--- src/rtl/dsa_pkg.sv ---
// Package of constants and types for the dual serial to CSI-2 aggregator
package dsa_pkg;
  // Input modes (two-bit port configuration field)
  localparam logic [1:0] MODE_CSI2_NONSYNC = 2'h0;
  localparam logic [1:0] MODE_RAW12_LF     = 2'h1;
  localparam logic [1:0] MODE_RAW12_HF     = 2'h2;
  localparam logic [1:0] MODE_RAW10        = 2'h3;
  localparam logic [1:0] MODE_CSI2_SYNC    = 2'h3;
  localparam logic [1:0] PORT_MODE_RST     = 2'h0;

  // Register offsets (byte addresses)
  localparam logic [7:0] REG_PORT0_CFG = 8'h00;
  localparam logic [7:0] REG_PORT1_CFG = 8'h04;
  localparam logic [7:0] REG_TX_CFG    = 8'h08;
  localparam logic [7:0] REG_STATUS    = 8'h0C;
  // Port and transmit config fields
  localparam int MODE_LSB   = 0;
  localparam int SRC_BIT    = 2;
  localparam int RAW12_BIT  = 3;
  localparam int R8LSB_BIT  = 4;
  localparam int R8EN_BIT   = 5;
  localparam int VCMAP_LSB  = 8;
  localparam int VC_LSB     = 16;
  localparam int DT_LSB     = 24;
  localparam int SYNC_BIT   = 0;
  localparam int DUAL_BIT   = 1;
  localparam logic [31:0] PORT_CFG_RST = 32'h2B000000;
  localparam logic [31:0] TX_CFG_RST   = 32'h00000000;

  // Frame lengths
  localparam int CSI_FRAME_BITS = 40;
  localparam int RAW_FRAME_BITS = 28;
  // Clock ratios
  localparam int SYNC_LINE_MUL  = 160;
  localparam int SYNC_PCLK_MUL  = 4;
  localparam int SYNC_BC_MUL    = 2;
  localparam int NSYNC_LINE_MUL = 80;
  localparam int NSYNC_BC_MBPS  = 10;
  localparam int LANE_RATE_KBPS = 1662000;
  localparam int RAW10_SYNC_GAP = 10;
  // Strap settle time
  localparam int CLK_MHZ        = 200;
  localparam int STRAP_WAIT_US  = 1000;
  localparam int STRAP_WAIT_CYC = STRAP_WAIT_US * CLK_MHZ;
  // CSI-2 data types
  localparam logic [5:0] DT_FS = 6'h00;
  localparam logic [5:0] DT_FE = 6'h01;
  localparam logic [5:0] DT_LS = 6'h02;
  localparam logic [5:0] DT_LE = 6'h03;

  typedef struct packed {
    logic        valid;
    logic        sop;
    logic        eop;
    logic [1:0]  vc;
    logic [5:0]  dt;
    logic        is_short;
    logic [15:0] data;
  } dsa_pkt_t;

  typedef struct packed {
    logic        valid;
    logic [39:0] bits;
  } dsa_frame_t;
endpackage

--- src/rtl/dsa_rx_port.sv ---
// One receive port: frame decode, VC remap and raw packetising
`timescale 1ns/100ps
module dsa_rx_port
(
  input  wire logic              mclk,
  input  wire logic              rst_b,
  input  wire dsa_pkg::dsa_frame_t frame,
  input  wire logic [31:0]       cfg,
  input  wire logic [1:0]        mode,
  input  wire logic              take,
  output dsa_pkg::dsa_pkt_t      pkt,
  output logic [7:0]             i2c_fwd,
  output logic [7:0]             diag
);
  typedef struct packed {
    dsa_pkg::dsa_pkt_t pkt;
    logic [7:0]        i2c;
    logic [7:0]        diag;
    logic              hs;
    logic              vs;
    logic              in_line;
  } dsa_rx_st_t;

  dsa_rx_st_t st;
  dsa_rx_st_t next_st;
  logic       raw;
  logic [1:0] vmap;
  logic [1:0] vin;
  logic [15:0] pix;
  logic        hs;
  logic        vs;

  always_comb
  begin
    next_st = st;
    raw  = (mode != dsa_pkg::MODE_CSI2_NONSYNC);
    vin  = frame.bits[33:32];
    vmap = cfg[dsa_pkg::VCMAP_LSB + 2*vin +: 2];
    hs   = frame.bits[12];
    vs   = frame.bits[13];
    pix  = 16'h0000;
    if (!cfg[dsa_pkg::RAW12_BIT])
    begin
      if (cfg[dsa_pkg::R8EN_BIT])
        pix = cfg[dsa_pkg::R8LSB_BIT] ? {8'h00, frame.bits[7:0]}
                                      : {8'h00, frame.bits[9:2]};
      else
        pix = {6'h00, frame.bits[9:0]};
    end
    else
      pix = {4'h0, frame.bits[11:0]};
    if (take)
      next_st.pkt.valid = 1'b0;
    if (frame.valid && !next_st.pkt.valid)
    begin
      if (!raw)
      begin
        next_st.pkt.valid    = 1'b1;
        next_st.pkt.data     = frame.bits[15:0];
        next_st.pkt.dt       = frame.bits[21:16];
        next_st.pkt.sop      = frame.bits[22];
        next_st.pkt.eop      = frame.bits[23];
        next_st.pkt.is_short = frame.bits[24];
        next_st.pkt.vc       = vmap;
        next_st.i2c          = frame.bits[31:24];
        next_st.diag         = frame.bits[39:32];
      end
      else
      begin
        next_st.hs = hs;
        next_st.vs = vs;
        next_st.pkt.vc = cfg[dsa_pkg::VC_LSB +: 2];
        next_st.pkt.valid = 1'b1;
        next_st.pkt.is_short = 1'b1;
        next_st.pkt.sop = 1'b0;
        next_st.pkt.eop = 1'b0;
        next_st.pkt.data = 16'h0000;
        if (vs && !st.vs)
          next_st.pkt.dt = dsa_pkg::DT_FS;
        else if (!vs && st.vs)
          next_st.pkt.dt = dsa_pkg::DT_FE;
        else if (hs && !st.hs)
        begin
          next_st.pkt.dt = dsa_pkg::DT_LS;
          next_st.in_line = 1'b1;
        end
        else if (!hs && st.hs)
        begin
          next_st.pkt.dt  = dsa_pkg::DT_LE;
          next_st.in_line = 1'b0;
        end
        else if (hs)
        begin
          next_st.pkt.is_short = 1'b0;
          next_st.pkt.dt   = cfg[dsa_pkg::DT_LSB +: 6];
          next_st.pkt.data = pix;
        end
        else
          next_st.pkt.valid = 1'b0;
        next_st.pkt.sop = next_st.pkt.is_short || (hs && !st.hs);
        next_st.pkt.eop = next_st.pkt.is_short;
      end
    end
  end

  always_ff @(posedge mclk or negedge rst_b)
  begin
    if (!rst_b)
      st <= '0;
    else
      st <= next_st;
  end

  assign pkt     = st.pkt;
  assign i2c_fwd = st.i2c;
  assign diag    = st.diag;
endmodule // dsa_rx_port

--- src/rtl/dsa_bc_gen.sv ---
// Back-channel bit-rate strobe generator
`timescale 1ns/100ps
module dsa_bc_gen
(
  input  wire logic        mclk,
  input  wire logic        rst_b,
  input  wire logic [15:0] div,
  output logic             tick
);
  typedef struct packed {
    logic [15:0] cnt;
    logic        tick;
  } dsa_bc_st_t;

  dsa_bc_st_t st;
  dsa_bc_st_t next_st;

  always_comb
  begin
    next_st = st;
    next_st.tick = 1'b0;
    if (st.cnt >= div)
    begin
      next_st.cnt  = 16'h0000;
      next_st.tick = 1'b1;
    end
    else
      next_st.cnt = st.cnt + 16'h0001;
  end

  always_ff @(posedge mclk or negedge rst_b)
  begin
    if (!rst_b)
      st <= '0;
    else
      st <= next_st;
  end

  assign tick = st.tick;
endmodule // dsa_bc_gen

--- src/rtl/dsa_top.sv ---
// Top of the dual serial to CSI-2 aggregator with Wishbone registers
//
// Register access over Wishbone and the register addresses were chosen for this implementation.
`timescale 1ns/100ps
module dsa_top
#(
  parameter int STRAP_WAIT = dsa_pkg::STRAP_WAIT_CYC
)
(
  input  wire logic                mclk,
  input  wire logic                rst_b,
  input  wire logic                power_down_n,
  input  wire logic [1:0]          port_input_mode_select,
  input  wire dsa_pkg::dsa_frame_t frame0,
  input  wire dsa_pkg::dsa_frame_t frame1,
  input  wire logic                tx_ready,
  input  wire logic                wb_cyc_i,
  input  wire logic                wb_stb_i,
  input  wire logic                wb_we_i,
  input  wire logic [7:0]          wb_adr_i,
  input  wire logic [3:0]          wb_sel_i,
  input  wire logic [31:0]         wb_dat_i,
  output logic [31:0]              wb_dat_o,
  output logic                     wb_ack_o,
  output dsa_pkg::dsa_pkt_t        tx_pkt,
  output logic                     tx_dual,
  output logic [2:0]               tx_lanes,
  output logic                     bc_tick,
  output logic [15:0]              bc_div,
  output logic [7:0]               line_mul,
  output logic [7:0]               forward_monitor_output
);
  typedef enum logic [1:0] {ST_IDLE, ST_WAIT, ST_RUN} dsa_boot_t;

  typedef struct packed {
    dsa_boot_t         boot;
    logic [31:0]       wait_cnt;
    logic [1:0]        strap;
    logic              strap_ok;
    logic [31:0]       cfg0;
    logic [31:0]       cfg1;
    logic [31:0]       txc;
    logic [31:0]       dat;
    logic              ack;
    logic              owner;
    logic              busy;
    logic              last;
    dsa_pkg::dsa_pkt_t out;
    logic              dual;
    logic [2:0]        lanes;
    logic [15:0]       bdiv;
    logic [7:0]        lmul;
    logic [7:0]        mon;
  } dsa_top_st_t;

  dsa_top_st_t        st;
  dsa_top_st_t        next_st;
  dsa_pkg::dsa_pkt_t  pkt [2];
  logic [7:0]         i2c [2];
  logic [7:0]         dg [2];
  logic [1:0]         take;
  logic [1:0]         pmode [2];
  logic [31:0]        pcfg [2];
  dsa_pkg::dsa_frame_t pfr [2];
  logic               bc_t;
  logic               sel;
  logic [31:0]        wmask;

  assign pfr[0]  = frame0;
  assign pfr[1]  = frame1;
  assign pcfg[0] = st.cfg0;
  assign pcfg[1] = st.cfg1;

  genvar gi;
  generate
    for (gi = 0; gi < 2; gi++)
    begin : g_port
      // Strap source or register field per port
      assign pmode[gi] = (pcfg[gi][dsa_pkg::SRC_BIT] && st.strap_ok)
                         ? st.strap
                         : pcfg[gi][dsa_pkg::MODE_LSB +: 2];
      dsa_rx_port u_rx
      (
        .mclk    (mclk),
        .rst_b   (rst_b),
        .frame   (pfr[gi]),
        .cfg     (pcfg[gi]),
        .mode    (pmode[gi]),
        .take    (take[gi]),
        .pkt     (pkt[gi]),
        .i2c_fwd (i2c[gi]),
        .diag    (dg[gi])
      );
    end
  endgenerate

  dsa_bc_gen u_bc
  (
    .mclk  (mclk),
    .rst_b (rst_b),
    .div   (st.bdiv),
    .tick  (bc_t)
  );

  always_comb
  begin
    next_st = st;
    take    = 2'b00;
    wmask   = {{8{wb_sel_i[3]}}, {8{wb_sel_i[2]}},
               {8{wb_sel_i[1]}}, {8{wb_sel_i[0]}}};
    // Strap sampling after power-down release
    unique case (st.boot)
      ST_IDLE:
        if (power_down_n)
        begin
          next_st.boot     = ST_WAIT;
          next_st.wait_cnt = 32'h00000000;
        end
      ST_WAIT:
        if (!power_down_n)
          next_st.boot = ST_IDLE;
        else if (st.wait_cnt >= STRAP_WAIT - 1)
        begin
          next_st.strap    = port_input_mode_select;
          next_st.strap_ok = 1'b1;
          next_st.boot     = ST_RUN;
        end
        else
          next_st.wait_cnt = st.wait_cnt + 32'h00000001;
      ST_RUN:
        if (!power_down_n)
        begin
          next_st.boot     = ST_IDLE;
          next_st.strap_ok = 1'b0;
        end
    endcase
    // Wishbone classic slave, one wait state
    next_st.ack = 1'b0;
    if (wb_cyc_i && wb_stb_i && !st.ack)
    begin
      next_st.ack = 1'b1;
      next_st.dat = 32'h00000000;
      unique case (wb_adr_i)
        dsa_pkg::REG_PORT0_CFG:
          next_st.dat = st.cfg0;
        dsa_pkg::REG_PORT1_CFG:
          next_st.dat = st.cfg1;
        dsa_pkg::REG_TX_CFG:
          next_st.dat = st.txc;
        dsa_pkg::REG_STATUS:
          next_st.dat = {16'h0000, dg[1], pmode[1], pmode[0],
                         st.strap_ok, st.owner, st.busy, 1'b0};
        default:
          next_st.dat = 32'h00000000;
      endcase
    end
    // Write lands at the edge where the master sees the answer
    if (wb_cyc_i && wb_stb_i && wb_we_i && st.ack)
    begin
      unique case (wb_adr_i)
        dsa_pkg::REG_PORT0_CFG:
          next_st.cfg0 = (st.cfg0 & ~wmask) | (wb_dat_i & wmask);
        dsa_pkg::REG_PORT1_CFG:
          next_st.cfg1 = (st.cfg1 & ~wmask) | (wb_dat_i & wmask);
        dsa_pkg::REG_TX_CFG:
          next_st.txc = (st.txc & ~wmask) | (wb_dat_i & wmask);
        default:
          next_st.txc = st.txc;
      endcase
    end
    // Transmit configuration
    next_st.dual  = st.txc[dsa_pkg::DUAL_BIT];
    next_st.lanes = st.txc[dsa_pkg::DUAL_BIT] ? 3'h2 : 3'h4;
    if (st.txc[dsa_pkg::SYNC_BIT])
    begin
      next_st.lmul = 8'(dsa_pkg::SYNC_LINE_MUL);
      next_st.bdiv = 16'(dsa_pkg::CLK_MHZ / (dsa_pkg::SYNC_BC_MUL * 25) - 1);
    end
    else
    begin
      next_st.lmul = 8'(dsa_pkg::NSYNC_LINE_MUL);
      next_st.bdiv = 16'(dsa_pkg::CLK_MHZ / dsa_pkg::NSYNC_BC_MBPS - 1);
    end
    next_st.mon = i2c[st.owner] ^ dg[0];
    // Packet-boundary arbitration
    sel = st.busy ? st.owner
                  : (pkt[st.last ^ 1'b1].valid ? ~st.last : st.last);
    if (!st.out.valid || tx_ready)
    begin
      next_st.out.valid = 1'b0;
      if (pkt[sel].valid)
      begin
        next_st.out   = pkt[sel];
        take[sel]     = 1'b1;
        next_st.owner = sel;
        next_st.busy  = !pkt[sel].eop;
        if (pkt[sel].eop)
          next_st.last = sel;
      end
    end
  end

  always_ff @(posedge mclk or negedge rst_b)
  begin
    if (!rst_b)
    begin
      st      <= '0;
      st.boot <= ST_IDLE;
      st.cfg0 <= dsa_pkg::PORT_CFG_RST;
      st.cfg1 <= dsa_pkg::PORT_CFG_RST;
      st.txc  <= dsa_pkg::TX_CFG_RST;
    end
    else
      st <= next_st;
  end

  assign wb_dat_o = st.dat;
  assign wb_ack_o = st.ack;
  assign tx_pkt   = st.out;
  assign tx_dual  = st.dual;
  assign tx_lanes = st.lanes;
  assign bc_tick  = bc_t;
  assign bc_div   = st.bdiv;
  assign line_mul = st.lmul;
  assign forward_monitor_output = st.mon;
endmodule // dsa_top

--- config.mk ---
export PLATFORM = sky130hd
export DESIGN_NAME = dsa_top
export DESIGN_NICKNAME = d
export VERILOG_FILES = /design/src/rtl/dsa_pkg.sv /design/src/rtl/dsa_rx_port.sv /design/src/rtl/dsa_bc_gen.sv /design/src/rtl/dsa_top.sv
export SDC_FILE = /design/constraint.sdc
export NUM_CORES = 1
export LEC_CHECK = 0
export BUFFER_PORTS_ARGS = -buffer_cell sky130_fd_sc_hd__buf_2
export CORE_MARGIN = 1.5
export CORE_UTILIZATION = 58
export CTS_BUF_LIST = sky130_fd_sc_hd__clkbuf_16
export DETAILED_ROUTE_END_ITERATION = 6
export GPL_TIMING_DRIVEN = 0
export PLACE_DENSITY_LB_ADDON = 0.1
export SLEW_MARGIN = 30
export SYNTH_ARGS = -nofsm -noshare
export SYNTH_HDL_FRONTEND = slang
export SYNTH_HIERARCHICAL = 1
export SYNTH_SLANG_ARGS = --single-unit
--- constraint.sdc ---
create_clock -name mclk -period 3.29 [get_ports mclk]
set_input_delay 0.329 -clock mclk [delete_from_list [all_inputs] [get_ports mclk]]
set_output_delay 0.329 -clock mclk [all_outputs]
set_load 0.05 [all_outputs]
### Word-level counts from Yosys, hierarchy flattened

Cells that the tools add are included.
Widths: inputs -> output; s select.

* flip-flop bits (word level): 344
* input port bits: 135
* output and inout port bits: 98
* word-level logic and storage cells: 244

* add/sub/neg operators: 4
* order comparisons: 7
* eq/ne operators: 13
* shifts and indexed selects: 2
* multiplexer cells: 91
* bitwise operators: 19
* reduce and logical (&&, ||, !) cells: 58

Operator list (number)
* $mux 28: 9
* $mux 17: 12
* $and 32x32->32: 4
* $pmux 32 s4: 1
* $mux 16: 7
* $or 32x32->32: 3
* $mux 47: 2
* $shiftx 32x33->2: 2
* $pmux 32 s2: 1
* $mux 6: 8
* $mux 23: 2
* $mux 8: 5
* $mux 35: 1
* $mux 34: 1
* $add 32x1->32 const B: 1
* $ge 32x18->1 const B: 1
* $mux 32: 1
* $not 32->32: 1
* $mux 1: 26
* $reduce_and 2->1: 10
* $logic_and 1x1->1: 17
* $add 16x1->16 const B: 1
* $eq 8x4->1 const B: 2
* $ge 16x16->1: 1
* other kinds (27): 75

### Depth between registers and ports, before layout

* depth in word-level cells: 20
* gate-level depth with buffers: 11
* depth with buffers taken out: 7

### Cells and area by module

The synthesis kept the hierarchy.

By module, submodules not included
* dsa_top: times used 1, cells each 801, area each 10133.5 sq um, sequential area each 5265.0 sq um
* dsa_rx_port: times used 2, cells each 236, area each 2477.4 sq um, sequential area each 1151.1 sq um
* dsa_bc_gen: times used 1, cells each 131, area each 1285.0 sq um, sequential area each 425.4 sq um

### Worst setup path after synthesis

Ideal clock, no wire load.

* path kind: register to register
* from: register g_port[0].u_rx.st (netlist bit g_port[0].u_rx/pkt[27])
* to: register g_port[0].u_rx.st (netlist bit g_port[0].u_rx/diag[6])
* library setup time: 0.125 ns
* data arrival time: 2.517 ns
* required time: 3.165 ns
* setup slack: 0.648 ns
* cell stages (with the launch flop): 12
* buffers on the path: 4
* period minus slack after synthesis: 2.642 ns
* cells stage by stage: dfrtp_1 buf_4 and2_1 o31ai_2 clkbuf_1 nor2_1 nand2b_2 and2_1 buf_2 nand2_2 buf_6 mux2_2

* word-level cells in the longest chain between the ends: 15
* elaborated cells on any way between the ends: 20
* classes of those cells: order compare: 2; mux: 13; bitwise: 1; reduce/logical: 4

RTL lines
* start, declared: RTL line dsa_rx_port.sv:24 `dsa_rx_st_t st;`
* start signal, assigned: RTL line dsa_rx_port.sv:111 `st <= next_st;`
* $mux 28 (not written as such) (3 in series): RTL line dsa_top.sv:187 `: (pkt[st.last ^ 1'b1].valid ? ~st.last : st.last);`
* $mux 1: RTL line dsa_top.sv:187
* $mux 1: RTL line dsa_top.sv:186 `sel = st.busy ? st.owner`
* $lt 1x2->1 (not written as such), or another cell as far along: RTL line dsa_top.sv:194 `take[sel] = 1'b1;`
* $logic_and 1x1->1 (not written as such) / $mux 28 (equally long branches)
* $mux 1 (not written as such) / $mux 28 (equally long branches)
* $demux 1 s1 / $mux 28 (equally long branches)
* $mux 2 *: RTL line dsa_top.sv:191 `if (pkt[sel].valid)`
* $mux 2 *: RTL line dsa_top.sv:188 `if (!st.out.valid || tx_ready)`
* named net take[0]: RTL line dsa_top.sv:61 `logic [1:0] take;`
* $mux 1 *: RTL line dsa_rx_port.sv:52 `if (take)`
* $logic_not 1->1 *: RTL line dsa_rx_port.sv:54 `if (frame.valid && !next_st.pkt.valid)`
* $logic_and 1x1->1 *: RTL line dsa_rx_port.sv:54
* $reduce_and 2->1 (no line) *

Mark *: on every way through the listed nets, which the timed path passes. The rest lies on a longest branch. The select of a mux whose other input is x is not followed.
A chain may end at the register's enable or synchronous reset.

### Final worst setup path

* from: register g_port[0].u_rx.st (netlist bit g_port[0].u_rx/pkt[27])
* to: register g_port[1].u_rx.st (netlist bit g_port[1].u_rx/i2c_fwd[1])

* word-level cells in the longest chain between the ends: 15
* elaborated cells on any way between the ends: 20
* classes of those cells: order compare: 2; mux: 13; bitwise: 1; reduce/logical: 4

RTL lines (RTL line)
* $mux 28 (not written as such) (3 in series): dsa_top.sv:187
* $mux 1: dsa_top.sv:187
* $mux 1: dsa_top.sv:186
* $lt 1x2->1 (not written as such), or another cell as far along: dsa_top.sv:194
* $logic_and 1x1->1 (not written as such) / $mux 28 (equally long branches)
* $mux 1 (not written as such) / $mux 28 (equally long branches)
* $demux 1 s1 / $mux 28 (equally long branches)
* $mux 2 *: dsa_top.sv:191
* $mux 2 *: dsa_top.sv:188
* named net take[1]: dsa_top.sv:61
* $mux 1 *: dsa_rx_port.sv:52
* $logic_not 1->1 *: dsa_rx_port.sv:54
* $logic_and 1x1->1 *: dsa_rx_port.sv:54
* $reduce_and 2->1 (no line) *
* end signal, assigned: dsa_rx_port.sv:111
* end, declared: dsa_rx_port.sv:24

Marks and branches as above.

==> out/qor.yml <==
p_leak_nw: 9.485
synth_async_sr_flop_share_pct: 100.0
relSlewSlack_pct: 46.40
drive_above_1_share_pct: 42.81
peakVddDrop_v: 0.0003865
critPathMaxStageDelay_ns: 0.38
rsz0062_at_grt: "false"
place.gp.congestion: 0.8286
internal_power_mw: 9.541
worstSetupStartpointType: "register"
dp.cells: 2028
combPwrFrac_pct: 37.7
hold_slack_ns: 0.02955
path_class: "reg2reg"
min_to: "g_port[1].u_rx/i2c_fwd[1]"
critPathSlowestCell: "dfrtp_1"
htreeDepth: 2
synth_warnings: 6
worstHoldPathType: "in2reg"
fin_nets: 1845
tightest_slew_ns: 0.8040
yosysSeqAreaShare_pct: 48.82
path_clk_slew_ns: 0.06
stdcell_count: 2100
synthFlopType: "dfrtp_1"
io_pins: 233
path_cells: "buf_4 -> and2_1 -> o31ai_2 -> clkbuf_2 -> and3_1 -> nand2b_2 -> and2_1 -> buf_2 -> nand2_2 -> buf_6 -> mux2_1"
antenna_found_initial: 8
reg2reg_slack_ns: 0.24
max_freq_mhz: 327.8
dp_slack_ns: 0.04306
period_minus_slack_ns: 3.050
power_density_nw_per_um2: 747.8
swShare_pct: 33.69
placeableCoreArea_um2: 27780
track_usage_pct: 26.78
grt_pass1_vias: 11570
routed_wl_um: 38160
p_sw_mw: 4.848
rows: 61
syn_avg_cell_area_um2: 11.66
dieArea_um2: 29250
setup_ws_ns: 0.2398
dr_total_vias: 11480
area_delta_synth_final_pct: 17.52
cts_num_sinks: 319
synth_seq_cells: 319
start_util_pct: 58.94
grt_pass1_wl_um: 60650
port_buffers: 212
synth-edff-count: 0
cp_max_fo: 10
cp_common_cell: "and2_1"
overflow: 0
firstDrtPassIters: 5
pwr-share-clk_pct: 25.4
yosysTopAreaCell: "dfrtp_1"
final_cell_area_um2: 19240
p_seq_share_pct: 36.9
reg2reg_from: "g_port[0].u_rx/pkt[27]"
yosys-top-cells-area: "dfrtp_1 48%, mux2_2 14%, buf_4 8.6%"
whs_path_depth: 2
finalCritPeriodShare_pct: 92.71
arrival_ns: 3.44
hold_path.startpoint: "frame1[25]"
report.final.slew_viol_count: 0
post-route-util_pct: 69.26
required_ns: 3.68
syn_inst: 1404
fin_skew_ns: 0.02121
cts_tree: "yes"
dpl.hpwl_um: 27720
setup_viol: 0
status: "finished, final reports clean"
wl_per_cell_um: 18.17
clockBufferDepth: 3
cts_setup_buffers: 0
drv_cap: 0
power_mw: 14.39
r2r-end: "g_port[1].u_rx/i2c_fwd[1]"
drt_iter0_drc: 683
ant_nets: 0
fin_tns_setup_ns: 0
reg2reg_depth: 11
clk_latency_ns: 0.52
die_w_um: 171.0
die_h_um: 171.0
grt_max_degree: 89
place_area_um2: 18140
cts-buffers-inserted: 36
end_kind: "register"
via_per_inst: 5.467
drc: 0
yosysTopAreaCellShare_pct: 47.53
final_hold_viol_count: 0
cts-root-buf: "clkbuf_16"
ys_types: 72
syn-cell-area_um2: 16370
-- synth_stat cells, drive strengths merged (3+ instances only) --
master and instances:
dfrtp 311, and2 19, buf 207, o31ai 15
or4 3, xor2 3, mux2i 34, and3 8
ha 21, a21oi 30, mux2 207, nand3 24
inv 32, a31oi 4, nor4 26, nand2b 14
clkbuf 31, o41ai 4, xnor2 21, nor3b 3
o21ai 41, dfstp 8, or3 5, or2 5
nor2 86, a22o 32, a22oi 8, nand4 12
a221oi 18, nor3 17, mux4 19, nand2 106
-- placed cells by master, fill, tap and decap left out, types with 7 or more instances in the layout --
| cell | count |
|---|---|
| a21oi_1 | 30 |
| a221oi_1 | 18 |
| a22o_1 | 32 |
| a22oi_1 | 8 |
| and2_1 | 19 |
| and3_1 | 8 |
| buf_2 | 221 |
| buf_4 | 187 |
| clkbuf_1 | 30 |
| clkbuf_16 | 38 |
| clkinv_1 | 12 |
| clkinv_2 | 7 |
| conb_1 | 32 |
| dfrtp_1 | 311 |
| dfstp_2 | 8 |
| ha_1 | 21 |
| inv_1 | 40 |
| mux2_1 | 7 |
| mux2_2 | 200 |
| mux2i_1 | 34 |
| mux4_2 | 19 |
| nand2_1 | 104 |
| nand2b_1 | 12 |
| nand3_1 | 24 |
| nand4_1 | 12 |
| nor2_1 | 84 |
| nor3_1 | 15 |
| nor4_1 | 13 |
| nor4_2 | 12 |
| o21ai_0 | 41 |
| o31ai_1 | 13 |
| xnor2_1 | 21 |
-- logic make-up after synthesis --
family                   after synthesis  synth area share (%)
XOR/XNOR                              24                 1.376
other                                  2               0.04587
flip-flops                           319                 48.82
adder cells (fa/ha/maj)               21                 1.605
multiplexers                         260                 18.93
AO/OA/AOI/OAI                        171                 7.756
buffers and inverters                270                 10.83
AND/OR/NAND/NOR                      337                 10.64
-- worst max-delay path, delay by kind of cell, from the launching register on --
| kind | cells | cell delay [ns] |
|---|---|---|
| muxes | 1 | 0.31 |
| buffers and inverters | 4 | 0.97 |
| and+or+nand+nor | 5 | 0.92 |
| AOI/OAI and AO/OA | 1 | 0.34 |
| DFF | 1 | 0.38 |
-- routing by layer --
| layer | track usage (%) | part of all wire (%) |
|---|---|---|
| met5 | 0 | 0.081 |
| met4 | 7.285 | 2.1 |
| met3 | 4.950 | 6.7 |
| met2 | 44.19 | 48 |
| met1 | 36.42 | 43 |
-- timing repair --
action / in CTS / in global routing
endpoints found under the setup margin: 0 / 29
hold buffers: 1 / 0
gates resized for setup: 0 / 2
hold endpoints to repair: 50 / 0
-- layout make-up --
type / instances / area (um2)
multi-input cells: 845 / 6720
flip-flops and latches: 319 / 7993
diodes: 5 / 12.51
clock inverters: 28 / 126.4
well taps: 378 / 473.0
inverters: 32 / 120.1
clock buffers: 38 / 950.9
fillers: 2198 / 8541
plain buffers: 238 / 1654
repair buffers: 217 / 1191
-- how the worst max path moves through the flow --
stage | endpoint | slack, ns | from | cells past startpoint
CTS | g_port[1].u_rx/i2c_fwd[1] | 0.02 | g_port[0].u_rx/pkt[27] | 11
global route | g_port[1].u_rx/i2c_fwd[1] | 0.09 | g_port[0].u_rx/pkt[27] | 11
detailed placement | g_port[1].u_rx/i2c_fwd[1] | 0.04 | g_port[0].u_rx/pkt[27] | 11
finish | g_port[1].u_rx/i2c_fwd[1] | 0.24 | g_port[0].u_rx/pkt[27] | 11
global placement | async pin | -4.22 | rst_b | 1
floorplan | g_port[0].u_rx/diag[6] | 0.65 | g_port[0].u_rx/pkt[27] | 11
-- power groups by stage --
| stage | sequential, mW | clock [mW] | combinational [mW] |
|---|---|---|---|
| 6_report | 5.32 | 3.65 | 5.42 |
| 5_1_grt | 5.43 | 3.87 | 5.86 |
| 4_1_cts | 5.31 | 3.72 | 5.45 |
| 3_5_place_dp | 5.38 | 0 | 5.41 |
| 3_3_place_gp | 5.34 | 0 | 5.27 |
| 2_1_floorplan | 5.24 | 0 | 4.35 |
(Power assumes the default switching activity.)
